`src/ctbc_pkg.sv`:
```
// Purpose: shared constants and types for the proximity card state logic
// Assumes: decoded commands arrive as one-cycle strobes from a frame decoder
// Notes:   frame size table maps the reader frame size index to bytes
package ctbc_pkg;

    // command codes from the frame decoder
    localparam logic [2:0] CTBC_CMD_REQUEST  = 3'h0;
    localparam logic [2:0] CTBC_CMD_WAKEUP   = 3'h1;
    localparam logic [2:0] CTBC_CMD_SLOT     = 3'h2;
    localparam logic [2:0] CTBC_CMD_HALT     = 3'h3;
    localparam logic [2:0] CTBC_CMD_ACTIVATE = 3'h4;
    localparam logic [2:0] CTBC_CMD_IBLOCK   = 3'h5;
    localparam logic [2:0] CTBC_CMD_RELEASE  = 3'h6;

    // answer codes towards the frame encoder
    localparam logic [2:0] CTBC_ANS_REQUEST  = 3'h1;
    localparam logic [2:0] CTBC_ANS_ACTIVATE = 3'h2;
    localparam logic [2:0] CTBC_ANS_HALT     = 3'h3;
    localparam logic [2:0] CTBC_ANS_RELEASE  = 3'h4;
    localparam logic [2:0] CTBC_ANS_BLOCK    = 3'h5;

    // field widths, limits and reset values
    localparam int         CTBC_ID_W         = 32;
    localparam int         CTBC_FAM_W        = 8;
    localparam logic [3:0] CTBC_FSDI_MAX     = 4'h8;
    localparam logic [8:0] CTBC_FSD_RESET    = 9'h010;
    localparam logic [3:0] CTBC_LFSR_SEED    = 4'h1;

    // frame waiting time and its budget in 10 ns cycles (rounded down)
    localparam int         CTBC_FWT_NS       = 4833;
    localparam int         CTBC_CLK_NS       = 10;
    localparam int         CTBC_FWT_CYC      = CTBC_FWT_NS / CTBC_CLK_NS;
    localparam logic [9:0] CTBC_FWT_CYC_V    = 10'(CTBC_FWT_CYC);

    // card states, one-hot
    typedef enum logic [4:0] {
        CTBC_IDLE     = 5'h01,
        CTBC_PENDING  = 5'h02,
        CTBC_ANSWERED = 5'h04,
        CTBC_ACTIVE   = 5'h08,
        CTBC_HALTED   = 5'h10
    } ctbc_state_t;

    typedef struct packed {
        ctbc_state_t st;
        logic [3:0]  lfsr;
        logic [4:0]  slot;
        logic [8:0]  reader_frame_size;
        logic        wait_rsp;
        logic [9:0]  fwt_cnt;
        logic        ans_vld;
        logic [2:0]  ans_code;
        logic [8:0]  ans_len;
        logic        fwt_err;
    } ctbc_regs_t;

endpackage

```
`src/ctbc_card.sv`:
```
// Purpose: card-side command interpreter, from field power-up to exchange
// Assumes: commands decoded upstream; crc_ok and id/family match flags valid with cmd_vld_i
// Notes:   multi-slot support is built in; slot drawn from a 4-bit de Bruijn lfsr
`timescale 1ns/1ps
`default_nettype none
module ctbc_card
    import ctbc_pkg::*;
(
    // clock, reset, enable
    input  wire logic        clk_i,
    input  wire logic        nrst_i,
    input  wire logic        en_i,
    // decoded command
    input  wire logic        cmd_vld_i,
    input  wire logic [2:0]  cmd_code_i,
    input  wire logic        crc_ok_i,
    input  wire logic        fam_match_i,
    input  wire logic        id_match_i,
    input  wire logic [2:0]  slot_exp_i,
    input  wire logic [4:0]  slot_num_i,
    input  wire logic [3:0]  fsdi_i,
    // response data from application
    input  wire logic        rsp_rdy_i,
    input  wire logic [8:0]  rsp_len_i,
    // answer towards encoder, plus state, frame size and waiting time error
    output logic             ans_vld_o,
    output logic [2:0]       ans_code_o,
    output logic [8:0]       ans_len_o,
    output logic [4:0]       state_o,
    output logic [8:0]       fsd_o,
    output logic             fwt_err_o
);

    ctbc_regs_t q;
    ctbc_regs_t d;

    // frame size index to bytes
    function automatic logic [8:0] fsd_of(input logic [3:0] idx);
        unique case (idx)
            4'h0:    fsd_of = 9'd16;
            4'h1:    fsd_of = 9'd24;
            4'h2:    fsd_of = 9'd32;
            4'h3:    fsd_of = 9'd40;
            4'h4:    fsd_of = 9'd48;
            4'h5:    fsd_of = 9'd64;
            4'h6:    fsd_of = 9'd96;
            4'h7:    fsd_of = 9'd128;
            default: fsd_of = 9'd256;
        endcase
    endfunction

    // slot drawn from lfsr, masked to slot count 2^e; 1-based; codes above 4 act as sixteen
    function automatic logic [4:0] draw_slot(input logic [3:0] r, input logic [2:0] e);
        logic [3:0] m;
        m = 4'h0;
        unique case (e)
            3'h1:    m = 4'h1;
            3'h2:    m = 4'h3;
            3'h3:    m = 4'h7;
            default: m = 4'hf;
        endcase
        draw_slot = {1'b0, r & m} + 5'h01;
    endfunction

    logic       is_init;
    logic       good;
    logic       multi;
    logic [4:0] drawn;

    // command class and draw
    always_comb
    begin
        good    = cmd_vld_i && crc_ok_i;
        is_init = cmd_code_i inside {CTBC_CMD_REQUEST, CTBC_CMD_WAKEUP, CTBC_CMD_SLOT,
                                     CTBC_CMD_HALT, CTBC_CMD_ACTIVATE};
        multi   = (slot_exp_i != 3'h0);
        drawn   = draw_slot(q.lfsr, slot_exp_i);
    end

    // next state
    always_comb
    begin
        d         = q;
        d.ans_vld = 1'b0;
        d.fwt_err = 1'b0;
        // uniform slot source
        // de Bruijn step: period 16, zero included, so every masked slot is equally likely
        d.lfsr    = {q.lfsr[2:0], q.lfsr[3] ^ q.lfsr[2] ^ (q.lfsr[2:0] == 3'h0)};
        if (q.wait_rsp)
        begin
            d.fwt_cnt = q.fwt_cnt + 10'h001;
            if (rsp_rdy_i)
            begin
                d.wait_rsp = 1'b0;
                d.ans_vld  = 1'b1;
                d.ans_code = CTBC_ANS_BLOCK;
                d.ans_len  = (rsp_len_i > q.reader_frame_size) ? q.reader_frame_size : rsp_len_i;
            end
            else if (q.fwt_cnt >= CTBC_FWT_CYC_V - 10'h001)
            begin
                d.wait_rsp = 1'b0;
                d.fwt_err  = 1'b1;
            end
        end
        if (good)
        begin
            unique case (q.st)
                CTBC_IDLE, CTBC_PENDING, CTBC_ANSWERED, CTBC_HALTED:
                begin
                    // halted: request, probe, halt, activate ignored
                    if ((cmd_code_i == CTBC_CMD_WAKEUP) ||
                        (cmd_code_i == CTBC_CMD_REQUEST && q.st != CTBC_HALTED))
                    begin
                        if (!fam_match_i)
                        begin
                            if (cmd_code_i == CTBC_CMD_WAKEUP || q.st != CTBC_HALTED)
                                d.st = CTBC_IDLE;
                        end
                        else if (multi && drawn != 5'h01)
                        begin
                            d.st   = CTBC_PENDING;
                            d.slot = drawn;
                        end
                        else
                        begin
                            d.st       = CTBC_ANSWERED;
                            d.ans_vld  = 1'b1;
                            d.ans_code = CTBC_ANS_REQUEST;
                            d.ans_len  = 9'h000;
                        end
                    end
                    else if (cmd_code_i == CTBC_CMD_SLOT && q.st == CTBC_PENDING &&
                             slot_num_i == q.slot)
                    begin
                        d.st       = CTBC_ANSWERED;
                        d.ans_vld  = 1'b1;
                        d.ans_code = CTBC_ANS_REQUEST;
                        d.ans_len  = 9'h000;
                    end
                    else if (cmd_code_i == CTBC_CMD_HALT && q.st == CTBC_ANSWERED && id_match_i)
                    begin
                        d.st       = CTBC_HALTED;
                        d.ans_vld  = 1'b1;
                        d.ans_code = CTBC_ANS_HALT;
                        d.ans_len  = 9'h000;
                    end
                    // matching activate with size index 0..8
                    else if (cmd_code_i == CTBC_CMD_ACTIVATE && q.st == CTBC_ANSWERED &&
                             id_match_i && fsdi_i <= CTBC_FSDI_MAX)
                    begin
                        d.st       = CTBC_ACTIVE;
                        d.reader_frame_size      = fsd_of(fsdi_i);
                        d.ans_vld  = 1'b1;
                        d.ans_code = CTBC_ANS_ACTIVATE;
                        d.ans_len  = 9'h000;
                    end
                end
                CTBC_ACTIVE:
                begin
                    if (cmd_code_i == CTBC_CMD_IBLOCK && !q.wait_rsp)
                    begin
                        d.wait_rsp = 1'b1;
                        d.fwt_cnt  = 10'h000;
                    end
                    else if (cmd_code_i == CTBC_CMD_RELEASE)
                    begin
                        d.st       = CTBC_HALTED;
                        d.wait_rsp = 1'b0;
                        d.ans_vld  = 1'b1;
                        d.ans_code = CTBC_ANS_RELEASE;
                        d.ans_len  = 9'h000;
                    end
                end
            endcase
        end
        // bad frame check: no command branch above fired, state kept; a pending response still completes
    end

    // state register; reset lands in idle, silent
    always_ff @(posedge clk_i or negedge nrst_i)
    begin
        if (!nrst_i)
        begin
            q          <= '0;
            q.st       <= CTBC_IDLE;
            q.lfsr     <= CTBC_LFSR_SEED;
            q.reader_frame_size      <= CTBC_FSD_RESET;
            q.ans_code <= 3'h0;
        end
        else if (en_i)
        begin
            q <= d;
        end
    end

    assign ans_vld_o  = q.ans_vld;
    assign ans_code_o = q.ans_code;
    assign ans_len_o  = q.ans_len;
    assign state_o    = q.st;
    assign fsd_o      = q.reader_frame_size;
    assign fwt_err_o  = q.fwt_err;

    // assertions
    property p_halt_silent;
        @(posedge clk_i) disable iff (!nrst_i)
        (en_i && q.st == CTBC_HALTED && cmd_vld_i && cmd_code_i != CTBC_CMD_WAKEUP)
            |=> (!ans_vld_o && state_o == CTBC_HALTED);
    endproperty
    a_halt_silent: assert property (p_halt_silent) else $error("halted card answered");

    property p_active_mute;
        @(posedge clk_i) disable iff (!nrst_i)
        (en_i && q.st == CTBC_ACTIVE && cmd_vld_i && is_init)
            |=> (state_o == CTBC_ACTIVE && (!ans_vld_o || ans_code_o == CTBC_ANS_BLOCK));
    endproperty
    a_active_mute: assert property (p_active_mute) else $error("active card left state");

    property p_release;
        @(posedge clk_i) disable iff (!nrst_i)
        (en_i && good && q.st == CTBC_ACTIVE && cmd_code_i == CTBC_CMD_RELEASE)
            |=> (ans_vld_o && ans_code_o == CTBC_ANS_RELEASE && state_o == CTBC_HALTED);
    endproperty
    a_release: assert property (p_release) else $error("release not echoed");

    property p_len_limit;
        @(posedge clk_i) disable iff (!nrst_i)
        (ans_vld_o && ans_code_o == CTBC_ANS_BLOCK) |-> (ans_len_o <= fsd_o);
    endproperty
    a_len_limit: assert property (p_len_limit) else $error("block exceeds frame size");

    property p_bad_crc;
        @(posedge clk_i) disable iff (!nrst_i)
        (en_i && cmd_vld_i && !crc_ok_i && !q.wait_rsp) |=> (!ans_vld_o && $stable(state_o));
    endproperty
    a_bad_crc: assert property (p_bad_crc) else $error("damaged frame acted on");

    property p_wrong_id;
        @(posedge clk_i) disable iff (!nrst_i)
        (en_i && good && q.st == CTBC_ANSWERED && cmd_code_i == CTBC_CMD_ACTIVATE && !id_match_i)
            |=> (state_o == CTBC_ANSWERED && !ans_vld_o);
    endproperty
    a_wrong_id: assert property (p_wrong_id) else $error("foreign activate accepted");

    property p_fsdi;
        @(posedge clk_i) disable iff (!nrst_i)
        (en_i && good && q.st == CTBC_ANSWERED && cmd_code_i == CTBC_CMD_ACTIVATE && id_match_i
            && fsdi_i <= CTBC_FSDI_MAX)
            |=> (ans_code_o == CTBC_ANS_ACTIVATE && fsd_o == fsd_of($past(fsdi_i)));
    endproperty
    a_fsdi: assert property (p_fsdi) else $error("frame size not stored");

    property p_slot_range;
        @(posedge clk_i) disable iff (!nrst_i)
        (q.st == CTBC_PENDING) |-> (q.slot >= 5'h02 && q.slot <= 5'h10);
    endproperty
    a_slot_range: assert property (p_slot_range) else $error("pending slot out of range");

    property p_probe_other;
        @(posedge clk_i) disable iff (!nrst_i)
        (en_i && good && q.st == CTBC_PENDING && cmd_code_i == CTBC_CMD_SLOT && slot_num_i != q.slot)
            |=> (!ans_vld_o && state_o == CTBC_PENDING);
    endproperty
    a_probe_other: assert property (p_probe_other) else $error("probe for another slot answered");

    property p_wake_halted;
        @(posedge clk_i) disable iff (!nrst_i)
        (en_i && good && q.st == CTBC_HALTED && cmd_code_i == CTBC_CMD_WAKEUP && fam_match_i && !multi)
            |=> (ans_vld_o && ans_code_o == CTBC_ANS_REQUEST && state_o == CTBC_ANSWERED);
    endproperty
    a_wake_halted: assert property (p_wake_halted) else $error("halted card ignored wakeup");

    property p_fwt;
        @(posedge clk_i) disable iff (!nrst_i)
        q.wait_rsp |-> (q.fwt_cnt < CTBC_FWT_CYC_V);
    endproperty
    a_fwt: assert property (p_fwt) else $error("frame waiting time overrun");

endmodule
`default_nettype wire

```
`config.mk`:
```
export PLATFORM = sky130hd
export DESIGN_NAME = ctbc_card
export DESIGN_NICKNAME = d
export VERILOG_FILES = /design/src/ctbc_pkg.sv /design/src/ctbc_card.sv
export SDC_FILE = /design/constraint.sdc
export NUM_CORES = 1
export LEC_CHECK = 0
export ABC_AREA = 1
export BUFFER_PORTS_ARGS = -buffer_cell sky130_fd_sc_hd__buf_2
export CORE_UTILIZATION = 63
export CTS_BUF_LIST = sky130_fd_sc_hd__clkbuf_8
export DETAILED_ROUTE_END_ITERATION = 16
export GPL_TIMING_DRIVEN = 0
export PLACE_DENSITY = 0.91
export SLEW_MARGIN = 20
export SYNTH_ARGS = -nofsm -noshare
export SYNTH_HDL_FRONTEND = slang
export SYNTH_SLANG_ARGS = --single-unit
```
`constraint.sdc`:
```
create_clock -name clk_i -period 4.9 [get_ports clk_i]
set_input_delay 0.245 -clock clk_i [delete_from_list [all_inputs] [get_ports clk_i]]
set_output_delay 0.245 -clock clk_i [all_outputs]
set_load 0.1 [all_outputs]
```
==> results by group <==
Status
  – Status: finished, final reports clean

Setup path
  – Worst EP required: 5090 ps
  – CP delay by family, top: flip-flops
  – CP max stage cell: dfstp_2
  – CP Buf/Inv Count: 4
  – Crit path max fanout: 10
  – Crit path capture type: flop
  – Largest stage delay, worst path: 580 ps
  – Crit-path cells: inv_1, ha_1, inv_1, nor2_1, o21ai_0, nand3_1, nand2_1, buf_2, a21oi_1, o21ai_0, nand2_1, inv_1, o21ai_2
  – Worst flop-to-flop path startpoint: fsd_o[4]
  – CP arrival: 2320 ps
  – Setup Crit Path Kind: flop to flop
  – Worst Setup Start Kind: flop
  – Setup crit start: fsd_o[4]
  – Most common cell on crit path: inv_1

Power
  – P_sw: 0.0008968 W
  – VDD IR max: 0.3270 mV
  – Sequential Power Share: 31.5%
  – Lkg Pwr: 2.088 nW
  – Pwr dens: 470.6 nW/um2
  – Pwr Total: 0.001801 W
  – Internal power: 0.0009045 W
  – Clock network power share: 16.4%
  – Comb pwr share: 52.1%
  – Net Sw Frac: 49.79%

Route
  – Routed WL: 7120 um
  – Post-route ant nets: 0
  – Vias per cell: 5.245
  – Avg WL per Cell: 12.38 um
  – Vias: 3016
  – DR DRC count: 0
  – 1st-pass router iterations: 4
  – WL met1: 3026 um
  – Top sig layer: met4
  – DR iter-0 viols: 198
  – Met2 Wirelength: 3711 um
  – WL met3: 257 um

Job
  – Max-cap violations: 0

CTS
  – CTS tree: built
  – CTS Sinks: 45
  – Clk pin slew, worst setup/hold paths: 90 ps
  – Cts bufs inserted: 5
  – Clock root cell: clkbuf_8
  – Post-CTS Setup Inserts: 0
  – Clk_lat worst skew: 300 ps
  – CTS H-tree lvls: 2
  – Worst-case clock buffer depth: 2

STA
  – Period utilisation layout: 43.30%
  – Least-Margin Pin Slew: 562.7 ps
  – Pins Over Slew Limit: 0
  – Relative slew margins: 62.49%
  – Worst Setup Slack, final: 2778 ps
  – Max Fclk: 0.4713 GHz
  – Setup Viol. Count Final: 0
  – Final hold vios: 0
  – RSZ-0062 raised after global routing: no
  – Setup TNS: 0 ps
  – Skew final: 6.933 ps
  – Min Tclk post-route: 2122 ps

Global routing
  – Total GRT Usage: 28.06%
  – Gr ovfl total: 0
  – First-pass GRT wire length: 12110 um
  – Initial antenna violation count: 0
  – Pin count of the biggest net entering global routing: 46
  – Vias in the first global route: 2845

Placement
  – Post-DP HPWL: 5694 um
  – Setup WS pre-CTS: 2798 ps
  – I/O Buffers: 54
  – DP Cell Count: 566
  – GPL Wtd Cong: 0.9145

Final layout
  – Fin nets: 548
  – Layout area overhead: 14.96%
  – ANT cells: 0
  – Final std cells w/o fill: 575
  – Fillers: 389
  – Share of layout cells above drive strength 1: 27.92%

Synth
  – Syn avg cell area: 7.567 um2
  – Post-synth ARST share: 100.0%
  – Most frequent cell after synthesis: nand2_1
  – Sequential element share of the synthesized area: 33.93%
  – Post-synthesis cell type count: 44
  – Post-synthesis cell area: 3329 um2
  – Synth Warn #: 0
  – Post-synth EDFFs: 0
  – Commonest cells post-synth: 90 x nand2_1, 72 x inv_1, 42 x dfrtp_1
  – Largest area contributor in the netlist: dfrtp_1
  – Flops & latches, synth: 45
  – Post-synth top flop: dfrtp_1
  – Leading post-synthesis cells by cell area: dfrtp_1 32%, nand2_1 10%, inv_1 8.1%
  – Top cell type's share of synthesized area: 31.57%
  – Cell count after synthesis: 440

Die
  – Die height: 74.70 um
  – # rows: 26
  – Initial core utilization: 65.19%
  – I/O pins: 60
  – Area of the core: 5107 um2
  – Die X: 74.70 um
  – Die Footprint: 5579 um2

Worst hold path
  – Hold Path Class: primary input to flop
  – Worst hold start: rsp_rdy_i
layout by cell type (no fill, tap or decap), types with 3 or more instances in the layout:
cell type   n
a21oi_1    21
a22oi_1     4
buf_2      54
buf_4      29
clkbuf_8    6
conb_1      3
dfrtp_1    42
dfstp_2     3
ha_1       12
inv_1      72
inv_2       7
nand2_1    90
nand2_2     4
nand3_1    18
nand3_2     3
nand3_4     3
nand4_1     8
nand4_2     4
nand4_4     3
nor2_1     35
nor2_2      3
nor3_1      7
o21ai_0    24
o21ai_1     5
o21ai_2     8
o22ai_2     4
xor2_1      6
metal layers:
| layer | track usage (%) | vias up |
|---|---|---|
| li1 | - | 1512 |
| met1 | 32.84 | 1403 |
| met2 | 53.25 | 85 |
| met3 | 3.614 | 16 |
| met4 | 8.386 | 0 |
| met5 | 0 | - |
power by group through the flow:
stage          clock [W]  combinational (W)  sequential, W
2_1_floorplan          0           0.000795       0.000554
3_3_place_gp           0           0.000910       0.000565
3_5_place_dp           0           0.000936       0.000572
4_1_cts         0.000297           0.000940       0.000566
5_1_grt         0.000313            0.00102       0.000580
6_report        0.000295           0.000939       0.000567
through the flow:
stage	hold slack (ps)	utilization [%]	instance area, um2
6_report	203.5	74.94	3827
4_1_cts	140.1	74.69	3815
5_1_grt	210.2	74.94	3827
3_5_place_dp	462.3	72.34	3695
3_3_place_gp	455.8	72.34	3695
2_1_floorplan	-50.59	-	3337
worst register-to-register path: cells and delay by family (launching register included):
family	cells	cell delay (ps)
adders and majority gates	1	270
AOI/OAI and AO/OA	4	400
DFF	1	580
and+or+nand+nor	4	390
buffers and inverters	4	390
final cells by class:
cell class	count	area, um2	area share (%)
clock buffer	6	82.58	2.158
buffer	32	227.7	5.950
tap	70	87.58	2.288
multi-input combinational	285	1674	43.74
timing repair buffer	55	282.8	7.388
sequential	45	1130	29.52
clock inverter	2	37.54	0.9807
inverter	80	305.3	7.976
timing repair:
action / CTS / global route
resized for setup: 0 / 0
endpoints found under the setup margin: 0 / 0
hold buffers: 0 / 1
endpoints found under the hold margin: 0 / 42
flip-flops by register name, indices dropped and copies added, names as in the netlist:
signal      count
d               3
q              17
fwt_err_o       1
ans_len_o       9
ans_code_o      3
fsd_o           6
state_o         5
ans_vld_o       1
cells by family after synthesis:
logic type	count (synthesis)	synth area share [%]
DFF	45	33.93
buffers and inverters	112	16.01
other	1	0.1126
and+or+nand+nor	189	29.76
AOI/OAI and AO/OA	74	13.83
adders and majority gates	12	4.509
xor gates and xnor gates	7	1.841
path summary, 6_finish.rpt:
path,to,slack (ps),cells after the start
worst min register to register,fwt_err_o,500,2
worst max register to register,ans_len_o[6],2780,13
min in group asynchronous,q[18],480,2
worst max-delay path,ans_len_o[6],2780,13
worst min-delay path,fwt_err_o,200,2
max in group asynchronous,fsd_o[4],4030,2
(Power assumes the default switching activity.)
